### src/rtl/hsi2c_pkg.sv
// Constants and types shared by the host-side I2C slave link.
//Contract
//- Only selected host interface reaches buffer manager.
//- Seven-bit address, fixed prefix plus two bits.
//- Ten-bit addressing never matches.
//- Configuration changes wait while busy.
//- Half duplex standard, fast, high-speed modes.
//- High-speed enable acks address, sets pad mode.
//- Never stretch the clock.
//- Address-write ack needs select, match, buffer.
//- Data byte ack needs buffer, else discard.
//- Native mode ignores frame overflow.
//- Address-read ack needs select, match, frame.
//- Idle bytes read as all ones.
//- Device-id flag with request, three bytes.
//- Device-id disabled nacks both addresses.
//- Device-id only in standard or fast.
//- General call six raises reset until end.
//- System reset clears soft-reset enable.
//- Only soft-reset general call, not high-speed.
//- Separate 25 ns start and stop filters.
package hsi2c_pkg;
  localparam logic [2:0] SEL_NONE        = 3'h0;
  localparam logic [2:0] SEL_I2C         = 3'h1;
  localparam logic [2:0] SEL_UART        = 3'h3;
  localparam logic [2:0] SEL_SPI_USB     = 3'h4;
  localparam logic [6:0] GEN_CALL_ADDR   = 7'h00;
  localparam logic [6:0] DEVID_ADDR      = 7'h7c;
  localparam logic [3:0] TEN_BIT_PREFIX  = 4'hf;
  localparam logic [4:0] HS_CODE_PREFIX  = 5'h01;
  localparam logic [7:0] SOFT_RESET_CMD  = 8'h06;
  localparam logic [7:0] IDLE_BYTE       = 8'hff;
  localparam logic [2:0] BIT_LAST        = 3'h7;
  localparam logic [1:0] DEVID_BYTES     = 2'h3;
  localparam int         DATA_W          = 8;
  localparam int         FIFO_DEPTH      = 16;
  localparam int         CLK_PERIOD_NS   = 50;
  localparam int         FILTER_NS       = 25;
  localparam int         FILTER_RAW      = (FILTER_NS + CLK_PERIOD_NS - 1) / CLK_PERIOD_NS;
  localparam int         FILTER_CYC      = (FILTER_RAW < 1) ? 1 : FILTER_RAW;
  localparam int         SM_KBPS         = 100;
  localparam int         FM_KBPS         = 400;
  localparam int         HS_KBPS         = 3400;
  typedef enum logic [2:0] {
    ST_IDLE, ST_ADDR, ST_ACK, ST_WDATA, ST_RDATA, ST_RACK, ST_SKIP
  } hsi2c_state_t;
endpackage

### src/rtl/hsi2c_slave.sv
// Host-side I2C slave link with its receive FIFO toward the buffer manager.
`timescale 1ns/10ps

////////////////////////////////////////////////////////////////////////////////
module hsi2c_fifo #(
  parameter int W     = 8,
  parameter int DEPTH = 16
) (
  input  wire logic         core_clk,
  input  wire logic         rst_n,
  input  wire logic [W-1:0] in_data,
  input  wire logic         in_valid,
  output logic              in_ready,
  output logic [W-1:0]      out_data,
  output logic              out_valid,
  input  wire logic         out_ready
);
  localparam int AW = $clog2(DEPTH);
  logic [W-1:0] mem_ff [DEPTH];
  logic [AW-1:0] wr_ff;
  logic [AW-1:0] rd_ff;
  logic [AW:0]   cnt_ff;
  logic          push;
  logic          pop;

  assign in_ready  = (cnt_ff != (AW+1)'(DEPTH));
  assign out_valid = (cnt_ff != '0);
  assign push      = in_valid && in_ready;
  assign pop       = out_valid && out_ready;
  assign out_data  = mem_ff[rd_ff];

  always_ff @(posedge core_clk) begin
    if (push) begin
      mem_ff[wr_ff] <= in_data;
    end
  end

  always_ff @(posedge core_clk or negedge rst_n) begin
    if (!rst_n) begin
      wr_ff  <= '0;
      rd_ff  <= '0;
      cnt_ff <= '0;
    end else begin
      if (push) begin
        wr_ff <= (wr_ff == AW'(DEPTH - 1)) ? '0 : wr_ff + 1'b1;
      end
      if (pop) begin
        rd_ff <= (rd_ff == AW'(DEPTH - 1)) ? '0 : rd_ff + 1'b1;
      end
      cnt_ff <= cnt_ff + (AW+1)'(push) - (AW+1)'(pop);
    end
  end
endmodule

////////////////////////////////////////////////////////////////////////////////
module hsi2c_slave (
  input  wire logic       core_clk,
  input  wire logic       rst_n,
  input  wire logic [2:0] host_if_select,
  input  wire logic [1:0] cfg_addr_lsb,
  input  wire logic       high_speed_enable,
  input  wire logic       soft_reset_enable,
  input  wire logic       device_id_enable,
  input  wire logic       sys_reset_seen,
  input  wire logic       native_mode,
  input  wire logic       rx_buf_avail,
  input  wire logic       rx_frame_ovf,
  input  wire logic       scl_i,
  input  wire logic       sda_i,
  output logic            sda_o,
  output logic            sda_oe,
  output logic            busy,
  output logic            hs_pad_mode,
  output logic            soft_reset_out,
  output logic [7:0]      rx_data,
  output logic            rx_valid,
  input  wire logic       rx_ready,
  output logic            rx_eof,
  output logic            rx_discard,
  input  wire logic       tx_frame_avail,
  input  wire logic [7:0] tx_data,
  input  wire logic       tx_valid,
  output logic            tx_req,
  output logic            device_id_req
);
  // Upper address bits; the value is arbitrary.
  localparam logic [4:0] ADDR_PREFIX = 5'h16;

  function automatic logic filt_next(input logic s2, input logic s3, input logic cur);
    filt_next = (s2 == s3) ? s3 : cur;
  endfunction

  logic [2:0]   scl_sync_ff;
  logic [2:0]   sda_sync_ff;
  logic         scl_ff;
  logic         sda_ff;
  logic         scl_rise;
  logic         scl_fall;
  logic         sda_fell;
  logic         sda_rose;
  logic         start_arm_ff;
  logic         stop_arm_ff;
  logic [3:0]   start_cnt_ff;
  logic [3:0]   stop_cnt_ff;
  logic         start_det;
  logic         stop_det;
  hsi2c_pkg::hsi2c_state_t state_ff;
  logic [6:0]   shift_ff;
  logic [7:0]   tx_shift_ff;
  logic [2:0]   bitcnt_ff;
  logic         sda_drv_ff;
  logic         ack_ok_ff;
  logic         ack_drv_ff;
  logic         read_ff;
  logic         mack_ff;
  logic         hs_active_ff;
  logic         gc_pend_ff;
  logic         devid_pend_ff;
  logic         devid_armed_ff;
  logic         devid_act_ff;
  logic [1:0]   devid_cnt_ff;
  logic         wframe_ff;
  logic [1:0]   addr_lsb_ff;
  logic         hs_en_ff;
  logic         srst_en_ff;
  logic         srst_cfg_prev_ff;
  logic         devid_en_ff;
  logic         srst_out_ff;
  logic         eof_ff;
  logic         discard_ff;
  logic [7:0]   byte_in;
  logic         sel_i2c;
  logic         addr_match;
  logic         write_ok;
  logic         byte_done;
  logic         fifo_push;
  logic         fifo_in_ready;
  logic         load_tx;
  logic         take_tx;
  logic         nxt_ack;

  //////////////////////////////////////////////////////////////////////////////
  // Pin sampling: three stages, a level counts once stages two and three agree.
  always_ff @(posedge core_clk or negedge rst_n) begin
    if (!rst_n) begin
      scl_sync_ff <= 3'h7;
      sda_sync_ff <= 3'h7;
      scl_ff      <= 1'b1;
      sda_ff      <= 1'b1;
    end else begin
      scl_sync_ff <= {scl_sync_ff[1:0], scl_i};
      sda_sync_ff <= {sda_sync_ff[1:0], sda_i};
      scl_ff      <= filt_next(scl_sync_ff[1], scl_sync_ff[2], scl_ff);
      sda_ff      <= filt_next(sda_sync_ff[1], sda_sync_ff[2], sda_ff);
    end
  end

  assign scl_rise = !scl_ff && filt_next(scl_sync_ff[1], scl_sync_ff[2], scl_ff);
  assign scl_fall = scl_ff && !filt_next(scl_sync_ff[1], scl_sync_ff[2], scl_ff);
  assign sda_fell = sda_ff && !filt_next(sda_sync_ff[1], sda_sync_ff[2], sda_ff);
  assign sda_rose = !sda_ff && filt_next(sda_sync_ff[1], sda_sync_ff[2], sda_ff);

  // Start and stop each need their own stable window with SCL high.
  always_ff @(posedge core_clk or negedge rst_n) begin
    if (!rst_n) begin
      start_arm_ff <= 1'b0;
      stop_arm_ff  <= 1'b0;
      start_cnt_ff <= '0;
      stop_cnt_ff  <= '0;
    end else begin
      if (sda_fell && scl_ff) begin
        start_arm_ff <= 1'b1;
        start_cnt_ff <= '0;
      end else if (!scl_ff || sda_ff || start_det) begin
        start_arm_ff <= 1'b0;
      end else if (start_arm_ff) begin
        start_cnt_ff <= start_cnt_ff + 1'b1;
      end
      if (sda_rose && scl_ff) begin
        stop_arm_ff <= 1'b1;
        stop_cnt_ff <= '0;
      end else if (!scl_ff || sda_ff == 1'b0 || stop_det) begin
        stop_arm_ff <= 1'b0;
      end else if (stop_arm_ff) begin
        stop_cnt_ff <= stop_cnt_ff + 1'b1;
      end
    end
  end

  assign start_det = start_arm_ff && (start_cnt_ff == 4'(hsi2c_pkg::FILTER_CYC - 1));
  assign stop_det  = stop_arm_ff && (stop_cnt_ff == 4'(hsi2c_pkg::FILTER_CYC - 1));

  //////////////////////////////////////////////////////////////////////////////
  // Configuration shadow, frozen while a transfer is in progress, except that sys_reset_seen clears srst_en_ff at any time.
  always_ff @(posedge core_clk or negedge rst_n) begin
    if (!rst_n) begin
      addr_lsb_ff      <= '0;
      hs_en_ff         <= 1'b0;
      devid_en_ff      <= 1'b0;
      srst_en_ff       <= 1'b0;
      srst_cfg_prev_ff <= 1'b0;
    end else begin
      // A rise of the enable during a frame is kept until the frame ends.
      if (!busy) begin
        srst_cfg_prev_ff <= soft_reset_enable;
      end
      if (sys_reset_seen) begin
        srst_en_ff <= 1'b0;
      end else if (!busy && soft_reset_enable && !srst_cfg_prev_ff) begin
        srst_en_ff <= 1'b1;
      end else if (!busy && !soft_reset_enable) begin
        srst_en_ff <= 1'b0;
      end
      if (!busy) begin
        addr_lsb_ff <= cfg_addr_lsb;
        hs_en_ff    <= high_speed_enable;
        devid_en_ff <= device_id_enable;
      end
    end
  end

  //////////////////////////////////////////////////////////////////////////////
  // Acknowledge decisions on the byte that completes at this SCL rise.
  assign byte_in    = {shift_ff, sda_ff};
  assign sel_i2c    = (host_if_select == hsi2c_pkg::SEL_I2C);
  // Ten-bit headers carry a different prefix and fall out here.
  assign addr_match = (byte_in[7:1] == {ADDR_PREFIX, addr_lsb_ff});
  assign write_ok   = rx_buf_avail && fifo_in_ready && (native_mode || !rx_frame_ovf);
  assign byte_done  = scl_rise && (bitcnt_ff == hsi2c_pkg::BIT_LAST);

  always_comb begin
    nxt_ack = 1'b0;
    if (state_ff == hsi2c_pkg::ST_ADDR) begin
      if (byte_in[7:3] == hsi2c_pkg::HS_CODE_PREFIX) begin
        nxt_ack = 1'b0;
      end else if (byte_in[7:1] == hsi2c_pkg::GEN_CALL_ADDR && !byte_in[0]) begin
        nxt_ack = sel_i2c && srst_en_ff && !hs_active_ff;
      end else if (byte_in[7:1] == hsi2c_pkg::DEVID_ADDR) begin
        nxt_ack = sel_i2c && devid_en_ff && !hs_active_ff
                  && (!byte_in[0] || devid_armed_ff);
      end else if (addr_match && (!hs_active_ff || hs_en_ff)) begin
        nxt_ack = sel_i2c && (byte_in[0] ? tx_frame_avail : write_ok);
      end
    end else if (gc_pend_ff) begin
      nxt_ack = (byte_in == hsi2c_pkg::SOFT_RESET_CMD);
    end else if (devid_pend_ff) begin
      nxt_ack = addr_match && devid_en_ff;
    end else begin
      nxt_ack = write_ok;
    end
  end

  assign fifo_push = byte_done && (state_ff == hsi2c_pkg::ST_WDATA) && !gc_pend_ff
                     && !devid_pend_ff && write_ok;
  assign load_tx   = scl_fall && ((state_ff == hsi2c_pkg::ST_ACK && ack_drv_ff && ack_ok_ff && read_ff)
                     || (state_ff == hsi2c_pkg::ST_RACK && mack_ff));
  assign take_tx   = load_tx && tx_valid;

  //////////////////////////////////////////////////////////////////////////////
  // Byte engine: sample on SCL rise, change SDA on SCL fall.
  always_ff @(posedge core_clk or negedge rst_n) begin
    if (!rst_n) begin
      state_ff    <= hsi2c_pkg::ST_IDLE;
      shift_ff    <= '0;
      tx_shift_ff <= hsi2c_pkg::IDLE_BYTE;
      bitcnt_ff   <= '0;
      sda_drv_ff  <= 1'b0;
      ack_ok_ff   <= 1'b0;
      ack_drv_ff  <= 1'b0;
      read_ff     <= 1'b0;
      mack_ff     <= 1'b0;
    end else if (stop_det) begin
      state_ff   <= hsi2c_pkg::ST_IDLE;
      sda_drv_ff <= 1'b0;
    end else if (start_det) begin
      state_ff   <= hsi2c_pkg::ST_ADDR;
      bitcnt_ff  <= '0;
      sda_drv_ff <= 1'b0;
      ack_drv_ff <= 1'b0;
    end else begin
      unique case (state_ff)
        hsi2c_pkg::ST_IDLE, hsi2c_pkg::ST_SKIP: begin
          sda_drv_ff <= 1'b0;
        end
        hsi2c_pkg::ST_ADDR, hsi2c_pkg::ST_WDATA: begin
          if (scl_rise) begin
            shift_ff  <= byte_in[6:0];
            bitcnt_ff <= bitcnt_ff + 1'b1;
          end
          if (byte_done) begin
            state_ff  <= hsi2c_pkg::ST_ACK;
            ack_ok_ff <= nxt_ack;
            if (state_ff == hsi2c_pkg::ST_ADDR) begin
              read_ff <= byte_in[0];
            end
          end
        end
        hsi2c_pkg::ST_ACK: begin
          if (scl_fall && !ack_drv_ff) begin
            ack_drv_ff <= 1'b1;
            sda_drv_ff <= ack_ok_ff;
          end else if (scl_fall) begin
            ack_drv_ff <= 1'b0;
            bitcnt_ff  <= '0;
            if (!ack_ok_ff) begin
              sda_drv_ff <= 1'b0;
              state_ff   <= hsi2c_pkg::ST_SKIP;
            end else if (read_ff) begin
              tx_shift_ff <= tx_valid ? tx_data : hsi2c_pkg::IDLE_BYTE;
              sda_drv_ff  <= tx_valid ? !tx_data[7] : 1'b0;
              state_ff    <= hsi2c_pkg::ST_RDATA;
            end else begin
              sda_drv_ff <= 1'b0;
              state_ff   <= hsi2c_pkg::ST_WDATA;
            end
          end
        end
        hsi2c_pkg::ST_RDATA: begin
          if (scl_fall && bitcnt_ff == hsi2c_pkg::BIT_LAST) begin
            sda_drv_ff <= 1'b0;
            state_ff   <= hsi2c_pkg::ST_RACK;
          end else if (scl_fall) begin
            bitcnt_ff   <= bitcnt_ff + 1'b1;
            tx_shift_ff <= {tx_shift_ff[6:0], 1'b1};
            sda_drv_ff  <= !tx_shift_ff[6];
          end
        end
        hsi2c_pkg::ST_RACK: begin
          if (scl_rise) begin
            mack_ff <= !sda_ff;
          end
          if (scl_fall && mack_ff) begin
            bitcnt_ff   <= '0;
            tx_shift_ff <= tx_valid ? tx_data : hsi2c_pkg::IDLE_BYTE;
            sda_drv_ff  <= tx_valid ? !tx_data[7] : 1'b0;
            state_ff    <= hsi2c_pkg::ST_RDATA;
          end else if (scl_fall) begin
            state_ff <= hsi2c_pkg::ST_SKIP;
          end
        end
      endcase
    end
  end

  //////////////////////////////////////////////////////////////////////////////
  // Sequence flags: high-speed entry, general call and device-id steps.
  always_ff @(posedge core_clk or negedge rst_n) begin
    if (!rst_n) begin
      hs_active_ff   <= 1'b0;
      gc_pend_ff     <= 1'b0;
      devid_pend_ff  <= 1'b0;
      devid_armed_ff <= 1'b0;
    end else if (stop_det) begin
      hs_active_ff   <= 1'b0;
      gc_pend_ff     <= 1'b0;
      devid_pend_ff  <= 1'b0;
      devid_armed_ff <= 1'b0;
    end else if (byte_done && state_ff == hsi2c_pkg::ST_ADDR) begin
      if (byte_in[7:3] == hsi2c_pkg::HS_CODE_PREFIX && !hs_active_ff) begin
        hs_active_ff <= 1'b1;
      end
      gc_pend_ff    <= nxt_ack && byte_in[7:1] == hsi2c_pkg::GEN_CALL_ADDR;
      devid_pend_ff <= nxt_ack && byte_in[7:1] == hsi2c_pkg::DEVID_ADDR && !byte_in[0];
      if (byte_in[7:1] == hsi2c_pkg::DEVID_ADDR && byte_in[0]) begin
        devid_armed_ff <= 1'b0;
      end
    end else if (byte_done && state_ff == hsi2c_pkg::ST_WDATA) begin
      gc_pend_ff <= 1'b0;
      if (devid_pend_ff) begin
        devid_armed_ff <= nxt_ack;
        devid_pend_ff  <= 1'b0;
      end
    end
  end

  // Device-id reads flag the first three data requests of the read.
  always_ff @(posedge core_clk or negedge rst_n) begin
    if (!rst_n) begin
      devid_act_ff <= 1'b0;
      devid_cnt_ff <= '0;
    end else if (stop_det || start_det) begin
      devid_act_ff <= 1'b0;
    end else if (byte_done && state_ff == hsi2c_pkg::ST_ADDR) begin
      devid_act_ff <= nxt_ack && byte_in[7:1] == hsi2c_pkg::DEVID_ADDR && byte_in[0];
      devid_cnt_ff <= '0;
    end else if (take_tx && devid_act_ff) begin
      devid_cnt_ff <= devid_cnt_ff + 1'b1;
      if (devid_cnt_ff == hsi2c_pkg::DEVID_BYTES - 2'h1) begin
        devid_act_ff <= 1'b0;
      end
    end
  end

  //////////////////////////////////////////////////////////////////////////////
  // Frame end, discard and soft reset toward the rest of the chip.
  always_ff @(posedge core_clk or negedge rst_n) begin
    if (!rst_n) begin
      wframe_ff   <= 1'b0;
      eof_ff      <= 1'b0;
      discard_ff  <= 1'b0;
      srst_out_ff <= 1'b0;
    end else begin
      eof_ff     <= 1'b0;
      discard_ff <= 1'b0;
      if (fifo_push) begin
        wframe_ff <= 1'b1;
      end else if (stop_det || start_det) begin
        wframe_ff <= 1'b0;
        eof_ff    <= wframe_ff;
      end else if (byte_done && state_ff == hsi2c_pkg::ST_WDATA && !nxt_ack && !gc_pend_ff && !devid_pend_ff) begin
        wframe_ff  <= 1'b0;
        discard_ff <= 1'b1;
      end
      if (sys_reset_seen || stop_det) begin
        srst_out_ff <= 1'b0;
      end else if (byte_done && state_ff == hsi2c_pkg::ST_WDATA && gc_pend_ff && nxt_ack) begin
        srst_out_ff <= 1'b1;
      end
    end
  end

  hsi2c_fifo #(
    .W     (hsi2c_pkg::DATA_W),
    .DEPTH (hsi2c_pkg::FIFO_DEPTH)
  ) u_rx_fifo (
    .core_clk  (core_clk),
    .rst_n     (rst_n),
    .in_data   (byte_in),
    .in_valid  (fifo_push),
    .in_ready  (fifo_in_ready),
    .out_data  (rx_data),
    .out_valid (rx_valid),
    .out_ready (rx_ready)
  );

  // SCL is only ever an input, so the host never waits on this slave.
  assign sda_o          = 1'b0;
  assign sda_oe         = sda_drv_ff;
  assign busy           = (state_ff != hsi2c_pkg::ST_IDLE);
  assign hs_pad_mode    = hs_en_ff;
  assign soft_reset_out = srst_out_ff;
  assign rx_eof         = eof_ff;
  assign rx_discard     = discard_ff;
  assign tx_req         = take_tx;
  assign device_id_req  = take_tx && devid_act_ff;
endmodule

### config.mk
export PLATFORM = sky130hd
export DESIGN_NAME = hsi2c_slave
export DESIGN_NICKNAME = d
export VERILOG_FILES = /design/src/rtl/hsi2c_pkg.sv /design/src/rtl/hsi2c_slave.sv
export SDC_FILE = /design/constraint.sdc
export NUM_CORES = 1
export LEC_CHECK = 0
export ABC_AREA = 0
export BUFFER_PORTS_ARGS = -buffer_cell sky130_fd_sc_hd__buf_2
export CAP_MARGIN = 20
export CORE_UTILIZATION = 35
export CTS_CLUSTER_SIZE = 20
export DETAILED_ROUTE_END_ITERATION = 16
export PLACE_DENSITY_LB_ADDON = 0.08
export SLEW_MARGIN = 30
export SYNTH_ARGS = -nofsm -noshare
export SYNTH_HDL_FRONTEND = slang
export SYNTH_SLANG_ARGS = --single-unit
### constraint.sdc
create_clock -name core_clk -period 3.2 [get_ports core_clk]
set_input_delay 0.16 -clock core_clk [delete_from_list [all_inputs] [get_ports core_clk]]
set_output_delay 0.16 -clock core_clk [all_outputs]
set_load 0.02 [all_outputs]
==> flow_summary.json <==
{
  "status": "completed",
  "die_w_um": 162,
  "rsz0062_at_grt": "false",
  "drt_wl_total_um": 19300,
  "final_area_mm2": 0.0104,
  "ys.flop_type": "edfxtp_1",
  "drt-initial-drc-count": 276,
  "first_pass_iters": 5,
  "worstPathCellList": "buf_4 -> mux4_2 -> mux4_2 -> buf_2",
  "postRouteAntennaNets": 0,
  "io_pins": 45,
  "crit_path_top_delay_cell": "dfrtp_2",
  "ff_latch_area_mm2": 0.00569,
  "synth_compound_area_share_pct": 6.28,
  "worst_ep_required_time_ps": 3040,
  "drive_gt1_share_pct": 26.2,
  "viasPerCell": 5.11,
  "vias": 5195,
  "grt_pass1_vias": 5288,
  "htree_levels": 1,
  "yosys_warnings": 0,
  "rrSetupSlack_ps": 340,
  "synthMuxAreaShare_pct": 12.4,
  "cts_resized": 0,
  "final_hold_viol_count": 0,
  "clock_path_buffers": 3,
  "coreArea_mm2": 0.0252,
  "port_buffers": 43,
  "synth_xor_area_share_pct": 0.977,
  "dp_hpwl_um": 12900,
  "period_minus_slack_ps": 2930,
  "synth_area_mm2": 0.00896,
  "num_rows": 58,
  "nFillCells": 2277,
  "synth-seq-cells": 201,
  "max_slew_margin_pct": 42.5,
  "syn-num-nets": 649,
  "fin_nets": 716,
  "crit_path_frequent_cell": "mux4_2",
  "grt_pass1_wl_um": 30600,
  "vdd_ir_drop_max_mv": 0.371,
  "hp-class": "input port to register",
  "cts_buffers": 24,
  "areaGrowthSynthToFinish_pct": 16.4,
  "cp-end-kind": "output port",
  "multi_input_area_mm2": 0.00303,
  "clk_pin_slew_ps": 60,
  "async_flop_share_pct": 36.3,
  "start_util_pct": 35.6,
  "arrival_ps": 2770,
  "drv_cap": 0,
  "antenna_found_initial": 0,
  "cts_tree": "yes",
  "cts_sinks": 201,
  "slowest_delay_ps": 760,
  "grt_max_degree": 74,
  "synth-simple-area-share_pct": 11.3,
  "drv_slew": 0,
  "diodes": 0,
  "skew_ps": 16.3,
  "finalCritPeriodShare_pct": 91.4,
  "synthAdderAreaFrac_pct": 2.85,
  "cts_root_buffer": "clkbuf_16",
  "cts_hold_buf": 12,
  "place_area_mm2": 0.00955,
  "synth_area_per_cell_um2": 14.9,
  "synth_top_family_by_area": "multiplexers",
  "start_kind": "register",
  "drc": 0,
  "critPathMaxFanout": 20,
  "setup-tns-final_ps": 0,
  "tightest_slew_ps": 862,
  "synth.distinct_cells": 83,
  "grt-ovfl-total": 0,
  "power-per-cell-area_mw_per_mm2": 745,
  "setup_viol_count_final": 0,
  "fmax_mhz": 342,
  "track_usage_pct": 15.3,
  "ys_seq_area_share_pct": 63.5,
  "p_leak_nw": 3.89,
  "design.die.area_mm2": 0.0262,
  "worstSkewPairLatency_ps": 520,
  "crit_type": "register to output port",
  "dieHeight_um": 162,
  "routedWlPerCell_um": 18.9,
  "synthCells": 603,
  "place_congestion": 0.785,
  "post_cts_buffers": 0,
  "synth_edf_count": 128
}
-- per-stage QoR --
stage               utilization, %  setup slack, ps  instances  hold slack [ps]  power (mW)
floorplan                        -              275        603             -136        4.69
CTS                           41.4              191       1016             6.75        7.92
finish                        41.4              274       1016             36.7        7.77
detailed placement            37.9              331        962              269        5.28
global route                  41.4             55.0       1016             30.2        8.20
global placement              37.9              383        962              267        5.25
-- placed cells by master (no fill, tap or decap), drive strengths merged, types with 4 or more instances in the layout --
master,count
edfxtp,128
dfrtp,58
buf,51
mux4,40
nand2,38
nor2,36
inv,33
clkbuf,33
a21oi,24
o21ai,19
ha,18
and2,17
mux2,16
dfstp,15
nand3,13
nor3,13
dlygate4sd3,12
nand4,8
and3,7
xnor2,7
clkinv,7
nand3b,5
nand2b,5
or3,5
nor2b,4
o22ai,4
a21o,4
o31ai,4
-- layer usage --
metal	up-vias	wire length (µm)	GRT usage, %
li1	2438	-	-
met1	2612	9450	22.8
met2	119	8620	23.0
met3	26	831	2.55
met4	0	345	4.33
met5	-	0	0
-- synth_stat cells, types with 7 or more instances --
| master | n | area share, % |
|---|---|---|
| edfxtp_1 | 128 | 43 |
| dfrtp_1 | 58 | 16 |
| mux4_2 | 40 | 10 |
| nand2_1 | 38 | 1.6 |
| nor2_1 | 34 | 1.4 |
| inv_1 | 29 | 1.2 |
| a21oi_1 | 24 | 1.3 |
| ha_1 | 18 | 2.5 |
| and2_1 | 17 | 1.2 |
| o21ai_0 | 17 | 0.95 |
| dfstp_2 | 15 | 4.4 |
| mux2_2 | 14 | 1.8 |
| nand3_1 | 13 | 0.73 |
| nor3_1 | 12 | 0.67 |
| clkbuf_1 | 11 | 0.46 |
| buf_2 | 8 | 0.45 |
| nand4_1 | 8 | 0.56 |
| and3_1 | 7 | 0.49 |
| xnor2_1 | 7 | 0.68 |
-- final cells by class --
class,instances,share of cell area (%)
Timing Repair Buffer,63,3.97
Clock buffer,33,6.48
Clock inverter,9,0.804
Multi-Input combinational cell,348,29.1
Sequential cell,201,54.6
Tap cell,330,3.96
Inverter,32,1.15
-- registers in the layout (all words and copies together), names as in the netlist, 2 cells and up --
register / cells
u_rx_fifo.cnt_ff: 5
scl_sync_ff: 3
state_ff: 3
addr_lsb_ff: 2
sda_sync_ff: 3
shift_ff: 7
bitcnt_ff: 3
u_rx_fifo.wr_ff: 4
u_rx_fifo.rd_ff: 4
devid_cnt_ff: 2
stop_cnt_ff: 4
tx_shift_ff: 7
start_cnt_ff: 4
u_rx_fifo.mem_ff: 128
-- worst max-delay path, delay by kind of cell, from the launching register on --
family	cells	cell delay, ps
buffers and inverters	2	490
DFF	1	760
muxes	2	1000
-- report_power, final --
part | internal (mW) | switching, mW
combinational | 0.883 | 0.852
clock | 1.56 | 1.02
sequential | 3.05 | 0.413
total | 5.49 | 2.28
-- kinds of logic after synthesis --
family / after synthesis
simple gates: 175
compound gates: 83
fa+ha+maj: 20
other cells: 1
mux: 59
buf+inv: 54
flops: 201
xor+xnor: 10
-- worst paths after layout --
path / from / end / cells past startpoint
max: u_rx_fifo.rd_ff[0]$_DFFE_PN0P_ / rx_data[0] / 4
min: rx_buf_avail / rx_discard$_DFF_PN0_ / 3
max reg2reg: bitcnt_ff[0]$_DFFE_PN0P_ / u_rx_fifo.cnt_ff[4]$_DFF_PN0_ / 14
min reg2reg: sda_sync_ff[0]$_DFF_PN1_ / sda_sync_ff[1]$_DFF_PN1_ / 0
max in group asynchronous: rst_n / u_rx_fifo.rd_ff[0]$_DFFE_PN0P_ / 2
min in group asynchronous: rst_n / u_rx_fifo.cnt_ff[4]$_DFF_PN0_ / 2
Note: power is estimated with default switching activity, not from simulation.
